`src/shared/pcr_pkg.sv`:
```
/*
  pcr_pkg: offsets, field positions, reset values and command codes of
  the power configuration, sensor power enable and command registers.
  assumes: an 8-bit register address space driven by the primary
  interface logic, which lives outside this block.
*/
package pcr_pkg;

  //////////////////////////////////////////////////////////////////////
  // register offsets
  localparam logic [7:0] PCR_OFS_CONF = 8'h7c;
  localparam logic [7:0] PCR_OFS_CTRL = 8'h7d;
  localparam logic [7:0] PCR_OFS_CMD = 8'h7e;

  //////////////////////////////////////////////////////////////////////
  // field positions
  localparam int PCR_CONF_APS_BIT = 0;
  localparam int PCR_CONF_FIFO_LP_BIT = 1;
  localparam int PCR_CONF_FUP_BIT = 2;
  localparam int PCR_CTRL_AUX_BIT = 0;
  localparam int PCR_CTRL_GYR_BIT = 1;
  localparam int PCR_CTRL_ACC_BIT = 2;
  localparam int PCR_CTRL_TEMP_BIT = 3;

  //////////////////////////////////////////////////////////////////////
  // reset values and writable masks
  localparam logic [7:0] PCR_CONF_RST = 8'h03;
  localparam logic [7:0] PCR_CTRL_RST = 8'h00;
  localparam logic [7:0] PCR_CMD_RST = 8'h00;
  localparam logic [7:0] PCR_CMD_READ = 8'h00;
  localparam logic [7:0] PCR_CONF_MASK = 8'h07;
  localparam logic [7:0] PCR_CTRL_MASK = 8'h0f;
  localparam logic [7:0] PCR_UNMAPPED_READ = 8'h00;

  //////////////////////////////////////////////////////////////////////
  // command codes
  localparam logic [7:0] PCR_CMD_GYR_TRIG = 8'h02;
  localparam logic [7:0] PCR_CMD_GAIN_APPLY = 8'h03;
  localparam logic [7:0] PCR_CMD_NVM_PROG = 8'ha0;
  localparam logic [7:0] PCR_CMD_FIFO_FLUSH = 8'hb0;
  localparam logic [7:0] PCR_CMD_SOFT_RST = 8'hb6;

endpackage : pcr_pkg

```
`src/pcr_regs.sv`:
```
/*
  pcr_regs: power configuration, sensor power enable and command
  registers, with the enables and command pulses they drive.
  assumes: the primary interface logic (same clock) presents one-cycle
  read and write strobes with an 8-bit address; fifo_irq and lp_mode
  come from logic on the same clock.
*/
// Function
// - power configuration resets to 0x03
// - bit 0 enables automatic power saving
// - bit 1 allows low-power buffer reads after interrupt
// - bit 2 enables fast power-up, resets zero
// - enable bit 0 powers auxiliary sensor path
// - bit 1 gyroscope, bit 2 accelerometer enables
// - bit 3 enables temperature sensor
// - command register reads always return zero
// - code 0x02 starts special gyro sequence
// - code 0x03 applies new gyro gain
// - code 0xa0 programs backed registers into nvm
// - code 0xb6 restores every setting to default
`timescale 1ns/100ps
module pcr_regs
  import pcr_pkg::*;
(
  input wire logic clock,
  input wire logic sys_rst,
  input wire logic [7:0] reg_addr,
  input wire logic reg_wr,
  input wire logic [7:0] reg_wdata,
  input wire logic reg_rd,
  input wire logic lp_mode,
  input wire logic fifo_irq,
  output logic [7:0] reg_rdata,
  output logic reg_rd_valid,
  output logic aps_en,
  output logic fifo_lp_read_en,
  output logic fast_pwrup_en,
  output logic aux_en,
  output logic gyr_en,
  output logic acc_en,
  output logic temp_en,
  output logic gyro_trig,
  output logic gain_apply,
  output logic nvm_prog,
  output logic fifo_flush,
  output logic soft_rst
);

  typedef struct packed {
    logic [7:0] conf;
    logic [7:0] ctrl;
    logic [7:0] rdata;
    logic rd_valid;
    logic irq_seen;
    logic lp_rd_en;
  } pcr_state_t;

  pcr_state_t st_r;
  pcr_state_t st_nxt;
  logic cmd_wr;

  //////////////////////////////////////////////////////////////////////
  // command path; command writes are never stored, only decoded
  assign cmd_wr = reg_wr && (reg_addr == PCR_OFS_CMD);

  pcr_cmd_decode u_dec (
    .clock(clock),
    .sys_rst(sys_rst),
    .cmd_wr(cmd_wr),
    .cmd_code(reg_wdata),
    .gyro_trig(gyro_trig),
    .gain_apply(gain_apply),
    .nvm_prog(nvm_prog),
    .fifo_flush(fifo_flush),
    .soft_rst(soft_rst)
  );

  //////////////////////////////////////////////////////////////////////
  // register file and derived enables
  always_comb begin
    st_nxt = st_r;
    st_nxt.rd_valid = reg_rd;
    st_nxt.rdata = PCR_UNMAPPED_READ;
    if (reg_rd) begin
      case (reg_addr)
        PCR_OFS_CONF: st_nxt.rdata = st_r.conf;
        PCR_OFS_CTRL: st_nxt.rdata = st_r.ctrl;
        PCR_OFS_CMD: st_nxt.rdata = PCR_CMD_READ;
        default: st_nxt.rdata = PCR_UNMAPPED_READ;
      endcase
    end
    // reserved bits are masked so they read back as zero
    if (reg_wr && (reg_addr == PCR_OFS_CONF)) begin
      st_nxt.conf = reg_wdata & PCR_CONF_MASK;
    end
    if (reg_wr && (reg_addr == PCR_OFS_CTRL)) begin
      st_nxt.ctrl = reg_wdata & PCR_CTRL_MASK;
    end
    // the interrupt is remembered for the rest of the low-power stay;
    // a new interrupt in the exit cycle still sets it
    if (fifo_irq) begin
      st_nxt.irq_seen = 1'b1;
    end else if (!lp_mode) begin
      st_nxt.irq_seen = 1'b0;
    end
    st_nxt.lp_rd_en = !lp_mode ||
      (st_r.conf[PCR_CONF_FIFO_LP_BIT] && (st_r.irq_seen || fifo_irq));
    // soft reset wins over a write landing in the same cycle;
    // a fifo flush leaves both registers alone
    if (soft_rst) begin
      st_nxt.conf = PCR_CONF_RST;
      st_nxt.ctrl = PCR_CTRL_RST;
      st_nxt.irq_seen = 1'b0;
    end
  end

  always_ff @(posedge clock) begin
    if (sys_rst) begin
      st_r.conf <= PCR_CONF_RST;
      st_r.ctrl <= PCR_CTRL_RST;
      st_r.rdata <= PCR_CMD_RST;
      st_r.rd_valid <= 1'b0;
      st_r.irq_seen <= 1'b0;
      st_r.lp_rd_en <= 1'b1;
    end else begin
      st_r <= st_nxt;
    end
  end

  //////////////////////////////////////////////////////////////////////
  // outputs, each straight from the state register
  assign reg_rdata = st_r.rdata;
  assign reg_rd_valid = st_r.rd_valid;
  assign aps_en = st_r.conf[PCR_CONF_APS_BIT];
  assign fifo_lp_read_en = st_r.lp_rd_en;
  assign fast_pwrup_en = st_r.conf[PCR_CONF_FUP_BIT];
  assign aux_en = st_r.ctrl[PCR_CTRL_AUX_BIT];
  assign gyr_en = st_r.ctrl[PCR_CTRL_GYR_BIT];
  assign acc_en = st_r.ctrl[PCR_CTRL_ACC_BIT];
  assign temp_en = st_r.ctrl[PCR_CTRL_TEMP_BIT];
endmodule : pcr_regs

```
`src/pcr_cmd_decode.sv`:
```
/*
  pcr_cmd_decode: turns a write to the command register into one-cycle
  action pulses, one per known command code.
  assumes: cmd_wr is a one-cycle strobe on the same clock; unknown codes
  are dropped silently.
*/
`timescale 1ns/100ps
module pcr_cmd_decode
  import pcr_pkg::*;
(
  input wire logic clock,
  input wire logic sys_rst,
  input wire logic cmd_wr,
  input wire logic [7:0] cmd_code,
  output logic gyro_trig,
  output logic gain_apply,
  output logic nvm_prog,
  output logic fifo_flush,
  output logic soft_rst
);

  typedef struct packed {
    logic gyro;
    logic gain;
    logic nvm;
    logic flush;
    logic srst;
  } pcr_dec_t;

  pcr_dec_t st_r;
  pcr_dec_t st_nxt;

  //////////////////////////////////////////////////////////////////////
  // decode; each pulse lasts one cycle per strobe cycle, so a held strobe keeps its pulse high
  always_comb begin
    st_nxt = '0;
    if (cmd_wr) begin
      st_nxt.gyro = (cmd_code == PCR_CMD_GYR_TRIG);
      st_nxt.gain = (cmd_code == PCR_CMD_GAIN_APPLY);
      st_nxt.nvm = (cmd_code == PCR_CMD_NVM_PROG);
      st_nxt.flush = (cmd_code == PCR_CMD_FIFO_FLUSH);
      st_nxt.srst = (cmd_code == PCR_CMD_SOFT_RST);
    end
  end

  always_ff @(posedge clock) begin
    if (sys_rst) begin
      st_r <= '0;
    end else begin
      st_r <= st_nxt;
    end
  end

  assign gyro_trig = st_r.gyro;
  assign gain_apply = st_r.gain;
  assign nvm_prog = st_r.nvm;
  assign fifo_flush = st_r.flush;
  assign soft_rst = st_r.srst;
endmodule : pcr_cmd_decode

```
`config.mk`:
```
export PLATFORM = sky130hd
export DESIGN_NAME = pcr_regs
export DESIGN_NICKNAME = d
export VERILOG_FILES = /design/src/shared/pcr_pkg.sv /design/src/pcr_regs.sv /design/src/pcr_cmd_decode.sv
export SDC_FILE = /design/constraint.sdc
export NUM_CORES = 1
export LEC_CHECK = 0
export ABC_AREA = 0
export BUFFER_PORTS_ARGS = -buffer_cell sky130_fd_sc_hd__buf_2
export CAP_MARGIN = 30
export CORE_MARGIN = 4
export CORE_UTILIZATION = 25
export DETAILED_ROUTE_END_ITERATION = 10
export GPL_ROUTABILITY_DRIVEN = 0
export PLACE_DENSITY_LB_ADDON = 0.15
export SETUP_SLACK_MARGIN = 0.4
export SKIP_LAST_GASP = 1
export SYNTH_ARGS = -nofsm -noshare
export SYNTH_HDL_FRONTEND = slang
export SYNTH_SLANG_ARGS = --single-unit
```
`constraint.sdc`:
```
create_clock -name clock -period 1.9 [get_ports clock]
set_clock_uncertainty 0.1 [all_clocks]
set_input_delay 0.285 -clock clock [delete_from_list [all_inputs] [get_ports clock]]
set_output_delay 0.285 -clock clock [all_outputs]
set_load 0.1 [all_outputs]
```
==> results of run 1 <==
## state kept, by name (all words and copies together) (netlist names)
signal,count
u_dec.gain_apply,1
temp_en,1
acc_en,1
aux_en,1
st_r,2
fast_pwrup_en,1
gyr_en,1
aps_en,1
fifo_lp_read_en,1
reg_rd_valid,1
reg_rdata,4
u_dec.gyro_trig,1
u_dec.soft_rst,1
u_dec.nvm_prog,1
u_dec.fifo_flush,1
## cells by family (layout without fill, tap and decap cells)
logic type             count (synthesis)  after routing  synth area share
AND/OR/NAND/NOR                       45             45             0.322
AO/OA/AOI/OAI                          6              6            0.0391
flip-flops                            19             19             0.457
buffers and inverters                 10             45            0.0812
multiplexers                           8              8            0.0962
other                                  1              4           0.00451
## layer usage
metal / track usage / share of wire / up-vias
met3: 0.0308 / 0.086 / 4
met5: 0 / 0 / -
met4: 0.0622 / 0.023 / 0
li1: - / - / 384
met1: 0.116 / 0.41 / 343
met2: 0.175 / 0.48 / 28
## power by group
group          switching (mW)  internal (mW)  total (mW)
combinational          0.0882         0.0376       0.126
clock                   0.118         0.0817       0.200
sequential            0.00106          0.401       0.403
total                   0.208          0.521       0.728
## repair_timing
item / in CTS / in global routing
endpoints found under the setup margin: 2 / 9
pin swaps: 0 / 6
cloned: 0 / 0
resized for setup: 2 / 10
endpoints found under the hold margin: 0 / 0
## area by class of cell
cell class | instances | share of cell area
clock buffers | 4 | 0.0235
flip-flops and latches | 19 | 0.342
multi-input cells | 63 | 0.374
repair buffers | 41 | 0.212
well taps | 44 | 0.0493
## synth_stat cells, drive strengths merged (2+ instances only)
| cell type | n |
|---|---|
| o21ai | 3 |
| or4b | 2 |
| nor4 | 6 |
| clkbuf | 2 |
| nor3 | 2 |
| mux2i | 8 |
| nand2 | 12 |
| nor2 | 7 |
| dfxtp | 19 |
| nand3b | 3 |
| a31oi | 2 |
| buf | 8 |
| nand4b | 2 |
## final timing paths
path / start / to / slack [ns] / cells after the start
worst min-delay path: lp_mode / fifo_lp_read_en$_SDFF_PP1_ / 0.09 / 2
worst min register to register: fast_pwrup_en$_SDFFE_PP0P_ / fast_pwrup_en$_SDFFE_PP0P_ / 0.38 / 2
worst max-delay path: reg_wdata[3] / u_dec.fifo_flush$_SDFF_PP0_ / 0.41 / 4
worst max register to register: u_dec.soft_rst$_SDFF_PP0_ / acc_en$_SDFFE_PP0P_ / 0.92 / 4
## through the flow
step | utilization | setup slack, ns | area (um^2) | total power, mW | hold WS (ns)
floorplan | - | 0.281 | 845 | 0.497 | 0.261
global placement | 0.334 | 0.106 | 1040 | 0.533 | 0.365
detailed placement | 0.334 | 0.0313 | 1040 | 0.533 | 0.369
CTS | 0.345 | 0.396 | 1080 | 0.734 | 0.0778
global route | 0.357 | 0.394 | 1120 | 0.758 | 0.0912
finish | 0.357 | 0.411 | 1120 | 0.728 | 0.0865
## cells in the final DEF (no fill, tap or decap), drive strengths merged, types with 2 or more instances in the layout
master,netlist,final
nor2,7,7
nand3b,3,3
o21ai,3,3
nor3,2,2
buf,8,36
conb,1,4
or4b,2,2
clkbuf,2,9
nand4b,2,2
mux2i,8,8
nor4,6,6
dfxtp,19,19
a31oi,2,2
nand2,12,12
==> results.cfg, run 1 <==
[status]
status = finished, final reports clean

[placement]
io_buffers = 38
dp.cells = 167
dpl.hpwl_mm = 1.75

[critical_path]
cp.required_ns = 2.01
crit_arrival_ns = 1.60
critPathTopFamily = simple AND/OR/NAND/NOR gates
cp-start-kind = primary input
cp_max_fo = 5
critPathKind = in2reg
critPathCaptureType = flip-flop
critical_path.max_stage_delay_ns = 0.54
crit_slowest_cell = or4_4
critical_path_buf_inv_count = 1
crit_chain = buf_6, or4b_4, or4_4, nor4_1

[detailed_routing]
wl_per_cell_um = 12.5
drc = 0
via_per_inst = 4.44
first_pass_iters = 4
vias = 759
first_iter_violations = 30
final_antenna_net_count = 0
drt-total-wl_mm = 2.13

[cts]
cts-root-buf = clkbuf_4
htree_num_levels = 1
max-clock-path-buffers = 2
tritoncts = done
hold_buffers = 0
clkTransAtPathRegs_ns = 0.10
clock-sinks = 19
cts_setup_buffers = 0
clock_latency_ns = 0.29
cts_buffers = 3

[grt]
grt_usage = 0.105
grt_pass1_vias = 749
grt_overflow = 0
grt_pass1_wl_mm = 3.37
grt_max_degree = 12
antenna_found_initial = 0

[die]
dieArea_um2 = 4320
rows = 20
die_y_um = 65.7
pin_count = 43
initial_core_util = 0.266
core_um2 = 3130
die_width_um = 65.7

[timing]
fin_tns_setup_ns = 0
period_minus_slack_ns = 1.49
hold_violations = 0
setup_violations = 0
rsz0062_at_grt = true
max_freq_mhz = 671
drv_slew = 0
fin_crit_sh = 0.784

[final_layout]
fin_cells = 171
num-fill-cells = 346
multi_input_area_um2 = 418
finalNetCount = 150
syn2layout_area_growth_pct = 34.3
drive_gt1_frac = 0.425
diodes = 0
ff_latch_area_um2 = 382

[worst_hold_path]
min_path_type = in2reg

[logic_synthesis]
syn_inst = 89
yosys.area.top_type = dfxtp_1
ys_seq_area_frac = 0.457
synth_area_um2 = 832
synth_edf_count = 0
synthDistinctLibCells = 27
ys_async_sr_fraction = 0
avgSynthCellArea_um2 = 9.35
ys_seq_elements = 19
ys_warn_count = 0
synth_area_leaders = dfxtp_1 46%, mux2i_1 9.6%, buf_4 7.2%, nand2_1 5.4%, nor4_1 4.5%
synth_flop_cell = dfxtp_1
yosysTopAreaCellShare = 0.457

[power]
powerDensity_nw_per_um2 = 652
leakagePower_nw = 0.512
ir_drop_mv = 0.213

[flow_run]
maxCapViolCount = 0
No activity file was read; power rests on OpenSTA's default activity.
==> run 2: changes to the inputs <==
ABC_AREA = 1   (was 0)
clock period = 1.3 ns   (was 1.9 ns; I/O delays follow)
==> results.cfg, run 2 <==
[status]
status = finished, final reports clean

[logic_synthesis]
synth_adder_area_share = 0
ys_warn_count = 0
synth_flop_cell = dfxtp_1
yosys.area.top_type = dfxtp_1
yosysTopAreaCellShare = 0.399
ys_async_sr_fraction = 0
synth_area_leaders = dfxtp_1 40%, inv_1 7.9%, nand2_1 7.9%, nand3_1 6.8%, buf_4 6.3%
synthXorXnorAreaFrac = 0
synth_edf_count = 0
synth-simple-area-share = 0.393
syn_inst = 127
ys_seq_area_frac = 0.399
synthDistinctLibCells = 22
muxShareOfSynthArea = 0
synth_area_um2 = 952
synth_top_family_by_area = simple AND/OR/NAND/NOR gates
netlist_top_cells_count = 20 x inv_1, 20 x nand2_1, 19 x dfxtp_1, 15 x nor2_1, 13 x nand3_1
synth_compound_area_frac = 0.0302
avgSynthCellArea_um2 = 7.50
ys_seq_elements = 19

[detailed_routing]
first_iter_violations = 12
first_pass_iters = 4
vias = 939
wl_per_cell_um = 11.0
drc = 0
final_antenna_net_count = 0
drt-total-wl_mm = 2.44
via_per_inst = 4.21

[critical_path]
critPathKind = reg2out
r2r_cells = 6
crit_chain = buf_12
critPathTopFamily = flip-flops
cp.required_ns = 1.00
reg2reg_to = gyr_en$_SDFFE_PP0P_
crit_arrival_ns = 0.80
cp_max_fo = 2
crit_slowest_cell = dfxtp_4
critPathCaptureType = output port
reg2reg_from = gyr_en$_SDFFE_PP0P_
critical_path_buf_inv_count = 1
cp-start-kind = flip-flop
critical_path.max_stage_delay_ns = 0.37
r2r_slack_ns = 0.35

[worst_hold_path]
min_path_type = in2reg
hp-start = lp_mode
holdPathEnd = fifo_lp_read_en$_SDFF_PP1_
holdPathStages = 2

[cts]
cts-root-buf = clkbuf_8
max-clock-path-buffers = 2
clkTransAtPathRegs_ns = 0.07
tritoncts = done
cts_buffers = 3
htree_num_levels = 1
hold_buffers = 0
clock-sinks = 19
clock_latency_ns = 0.26

[timing]
rsz0062_at_grt = true
fin_crit_sh = 0.843
period_minus_slack_ns = 1.10
hold_violations = 0
fin_tns_setup_ns = 0
max_freq_mhz = 912
setup_violations = 0
drv_slew = 0

[final_layout]
layout_common_cells = 20 x buf_2, 18 x buf_12, 17 x nand2_1
largest_reg_flops = 4
num-fill-cells = 362
fin_cells = 223
ff_latch_area_um2 = 434
fin_util = 0.468
finalNetCount = 198
drive_gt1_frac = 0.566
diodes = 0
multi_input_area_um2 = 467
syn2layout_area_growth_pct = 79.8
layout_commonest_cell = buf_2

[die]
rows = 22
dieArea_um2 = 4860
initial_core_util = 0.260
core_um2 = 3660
die_y_um = 69.7
pin_count = 43
die_width_um = 69.7

[power]
leakagePower_nw = 0.743
ir_drop_mv = 0.360
powerDensity_nw_per_um2 = 712

[placement]
dpl.hpwl_mm = 1.77
dp.cells = 208
io_buffers = 38

[grt]
antenna_found_initial = 0
grt_pass1_wl_mm = 3.95
grt_pass1_vias = 953
grt_overflow = 0
grt_max_degree = 19
grt_usage = 0.101

[flow_run]
maxCapViolCount = 0
==> run 2: metal layers <==
metal / share of wire / up-vias / GRT usage
met4: 0.027 / 0 / 0.0574
met5: 0 / - / 0
li1: - / 482 / -
met2: 0.48 / 31 / 0.174
met3: 0.074 / 4 / 0.0391
met1: 0.42 / 422 / 0.105
==> run 2: worst reg2reg max path, delay by kind of cell (launching register included) <==
family	cells	cell delay, ns
flops	1	0.36
simple gates	2	0.07
buf+inv	4	0.32
==> run 2: layout make-up <==
type	instances	share of cell area
flip-flops and latches	19	0.254
inverters	21	0.0585
repair buffers	51	0.353
multi-input cells	80	0.273
clock inverters	1	0.00292
clock buffers	3	0.0241
well taps	48	0.0351
==> run 2: worst max-delay path by stage <==
stage	from	end	slack [ns]	cells after the start
finish	temp_en$_SDFFE_PP0P_	temp_en	0.20	1
global route	temp_en$_SDFFE_PP0P_	temp_en	0.18	1
CTS	temp_en$_SDFFE_PP0P_	temp_en	0.20	1
detailed placement	reg_addr[7]	gyr_en$_SDFFE_PP0P_	0.13	8
global placement	reg_addr[7]	gyr_en$_SDFFE_PP0P_	0.12	8
floorplan	reg_addr[7]	u_dec.soft_rst$_SDFF_PP0_	0.35	6
==> run 2: kinds of logic (layout without fill, tap and decap cells) <==
kind of cell / after synthesis / count (layout)
and+or+nand+nor: 71 / 71
AOI/OAI and AO/OA: 5 / 5
other: 1 / 4
buffers and inverters: 31 / 76
DFF: 19 / 19
==> run 2: per-stage QoR <==
stage	hold slack, ns	cell area (um^2)	total power, mW	setup slack (ns)
floorplan	0.174	1070	0.736	0.350
global placement	0.309	1520	0.799	0.118
detailed placement	0.310	1520	0.801	0.125
CTS	0.0361	1620	1.21	0.199
global route	0.0531	1710	1.28	0.181
finish	0.0371	1710	1.22	0.204
==> run 2: power breakdown <==
part | total, mW | switching, mW | leakage [nW] | internal, mW
clock network | 0.418 | 0.205 | 0.0255 | 0.213
logic | 0.235 | 0.159 | 0.553 | 0.0759
registers | 0.566 | 0.00351 | 0.164 | 0.562
==> run 2: repair_timing <==
item,4_1_cts,5_1_grt
cloned,0,2
buffers inserted,7,2
pin swaps,5,8
resized for setup,5,9
setup endpoints to repair,21,31
==> run 3: changes to the inputs <==
clock period = 1.1 ns   (was 1.3 ns; I/O delays follow)
==> results.cfg, run 3 (synthesis gave the netlist of run 2 again) <==
[status]
status = complete, but fails checks
violations = negative hold slack

[power]
ir_drop_mv = 0.416
leakagePower_nw = 0.806
powerDensity_nw_per_um2 = 782

[cts]
clkTransAtPathRegs_ns = 0.07
max-clock-path-buffers = 2
cts_buffers = 3
cts-root-buf = clkbuf_8
tritoncts = done
clock_latency_ns = 0.25
clock-sinks = 19
htree_num_levels = 1

[placement]
dp.cells = 211
io_buffers = 38
dpl.hpwl_mm = 1.86

[detailed_routing]
via_per_inst = 4.20
final_antenna_net_count = 0
first_pass_iters = 4
first_iter_violations = 19
vias = 958
wl_per_cell_um = 10.8
drt-total-wl_mm = 2.46
drc = 0

[critical_path]
reg2reg_to = acc_en$_SDFFE_PP0P_
worst_setup_path_startpoint = gyr_en$_SDFFE_PP0P_
cp-endpoint = gyr_en
critPathTopFamily = flip-flops
crit_arrival_ns = 0.78
critical_path.max_stage_delay_ns = 0.36
cp.depth = 1
critical_path_buf_inv_count = 1
r2r_cells = 4
cp.required_ns = 0.83
critPathCaptureType = output port
reg2reg_from = u_dec.soft_rst$_SDFF_PP0_
crit_slowest_cell = dfxtp_4
cp-start-kind = flip-flop
r2r_slack_ns = 0.09
critPathKind = reg2out
crit_chain = buf_12
cp_max_fo = 2

[grt]
grt_pass1_vias = 937
grt_max_degree = 11
grt_overflow = 0
antenna_found_initial = 0
grt_usage = 0.101
grt_pass1_wl_mm = 4.00

[final_layout]
finalNetCount = 203
layout_common_cells = 19 x buf_12, 16 x nand2_1, 16 x buf_2
fin_cells = 228
multi_input_area_um2 = 548
drive_gt1_frac = 0.644
num-fill-cells = 344
largest_reg_flops = 4
diodes = 0
ff_latch_area_um2 = 437
layout_commonest_cell = buf_12
syn2layout_area_growth_pct = 95.4

[die]
pin_count = 43
die_y_um = 69.7
core_um2 = 3660
rows = 22
initial_core_util = 0.260
dieArea_um2 = 4860
die_width_um = 69.7

[worst_hold_path]
min_path_type = in2reg

[timing]
setup_violations = 0
max_freq_mhz = 952
hold_violations = 1
rsz0062_at_grt = true
period_minus_slack_ns = 1.05
whs_ns = -0.00755
fin_crit_sh = 0.954
drv_slew = 0

[flow_run]
maxCapViolCount = 0
## run 3: cell types whose count changed in the layout (fill, tap and decap cells not counted), moves of 2 or more
cell / delta
nor2_2: -2
nor2_4: +2
nand3_1: -6
nor3_1: -3
clkbuf_16: -2
buf_4: +3
nand3_2: +5
dfxtp_2: +2
buf_6: +5
nor3_2: +2
buf_2: -4
dfxtp_1: -2
## run 3: through the flow
stage                     instance area, um^2   util  setup WS, ns  total power, mW  setup TNS, ns
after floorplan                          1110      -         0.178            0.868              0
after global placement                   1530  0.418       -0.0423            0.943         -0.243
after detailed placement                 1530  0.418       -0.0705            0.948         -0.464
after CTS                                1750  0.477        0.0417             1.46              0
after global routing                     1860  0.508        0.0204             1.53              0
final                                    1860  0.508        0.0501             1.46              0
## run 3: worst min-delay path by stage
| stage | startpoint | to | cells after the start |
|---|---|---|---|
| finish | sys_rst | st_r[1]$_SDFFE_PP0P_ | 2 |
| CTS | sys_rst | st_r[1]$_SDFFE_PP0P_ | 2 |
| detailed placement | lp_mode | fifo_lp_read_en$_SDFF_PP1_ | 2 |
| global placement | lp_mode | fifo_lp_read_en$_SDFF_PP1_ | 2 |
| global route | sys_rst | st_r[1]$_SDFFE_PP0P_ | 2 |
| floorplan | sys_rst | st_r[1]$_SDFFE_PP0P_ | 1 |
## run 3: power breakdown
| part | leakage [nW] | internal [mW] | total (mW) | switching [mW] |
|---|---|---|---|---|
| Clock | 0.0228 | 0.257 | 0.478 | 0.221 |
| Sequential | 0.164 | 0.665 | 0.670 | 0.00470 |
| Combinational | 0.619 | 0.111 | 0.307 | 0.196 |
## run 3: what timing repair did
action,in CTS,in global routing
pin swaps,16,9
resized for setup,20,23
endpoints found under the setup margin,34,35
buffers inserted,10,2
gates cloned,1,0
endpoints found under the hold margin,2,1
## run 3: cell type report
| class | instances | area share |
|---|---|---|
| repair buffers | 56 | 0.363 |
| flip-flops and latches | 19 | 0.235 |
| multi-input cells | 80 | 0.295 |
| well taps | 48 | 0.0323 |
| inverters | 21 | 0.0511 |
| clock buffers | 4 | 0.0242 |
## run 3: metal layers
layer	share of wire	vias to the layer above	track usage
met4	0.0033	0	0.0255
met1	0.37	436	0.107
met5	0	-	0
met2	0.56	26	0.184
met3	0.072	2	0.0391
li1	-	494	-
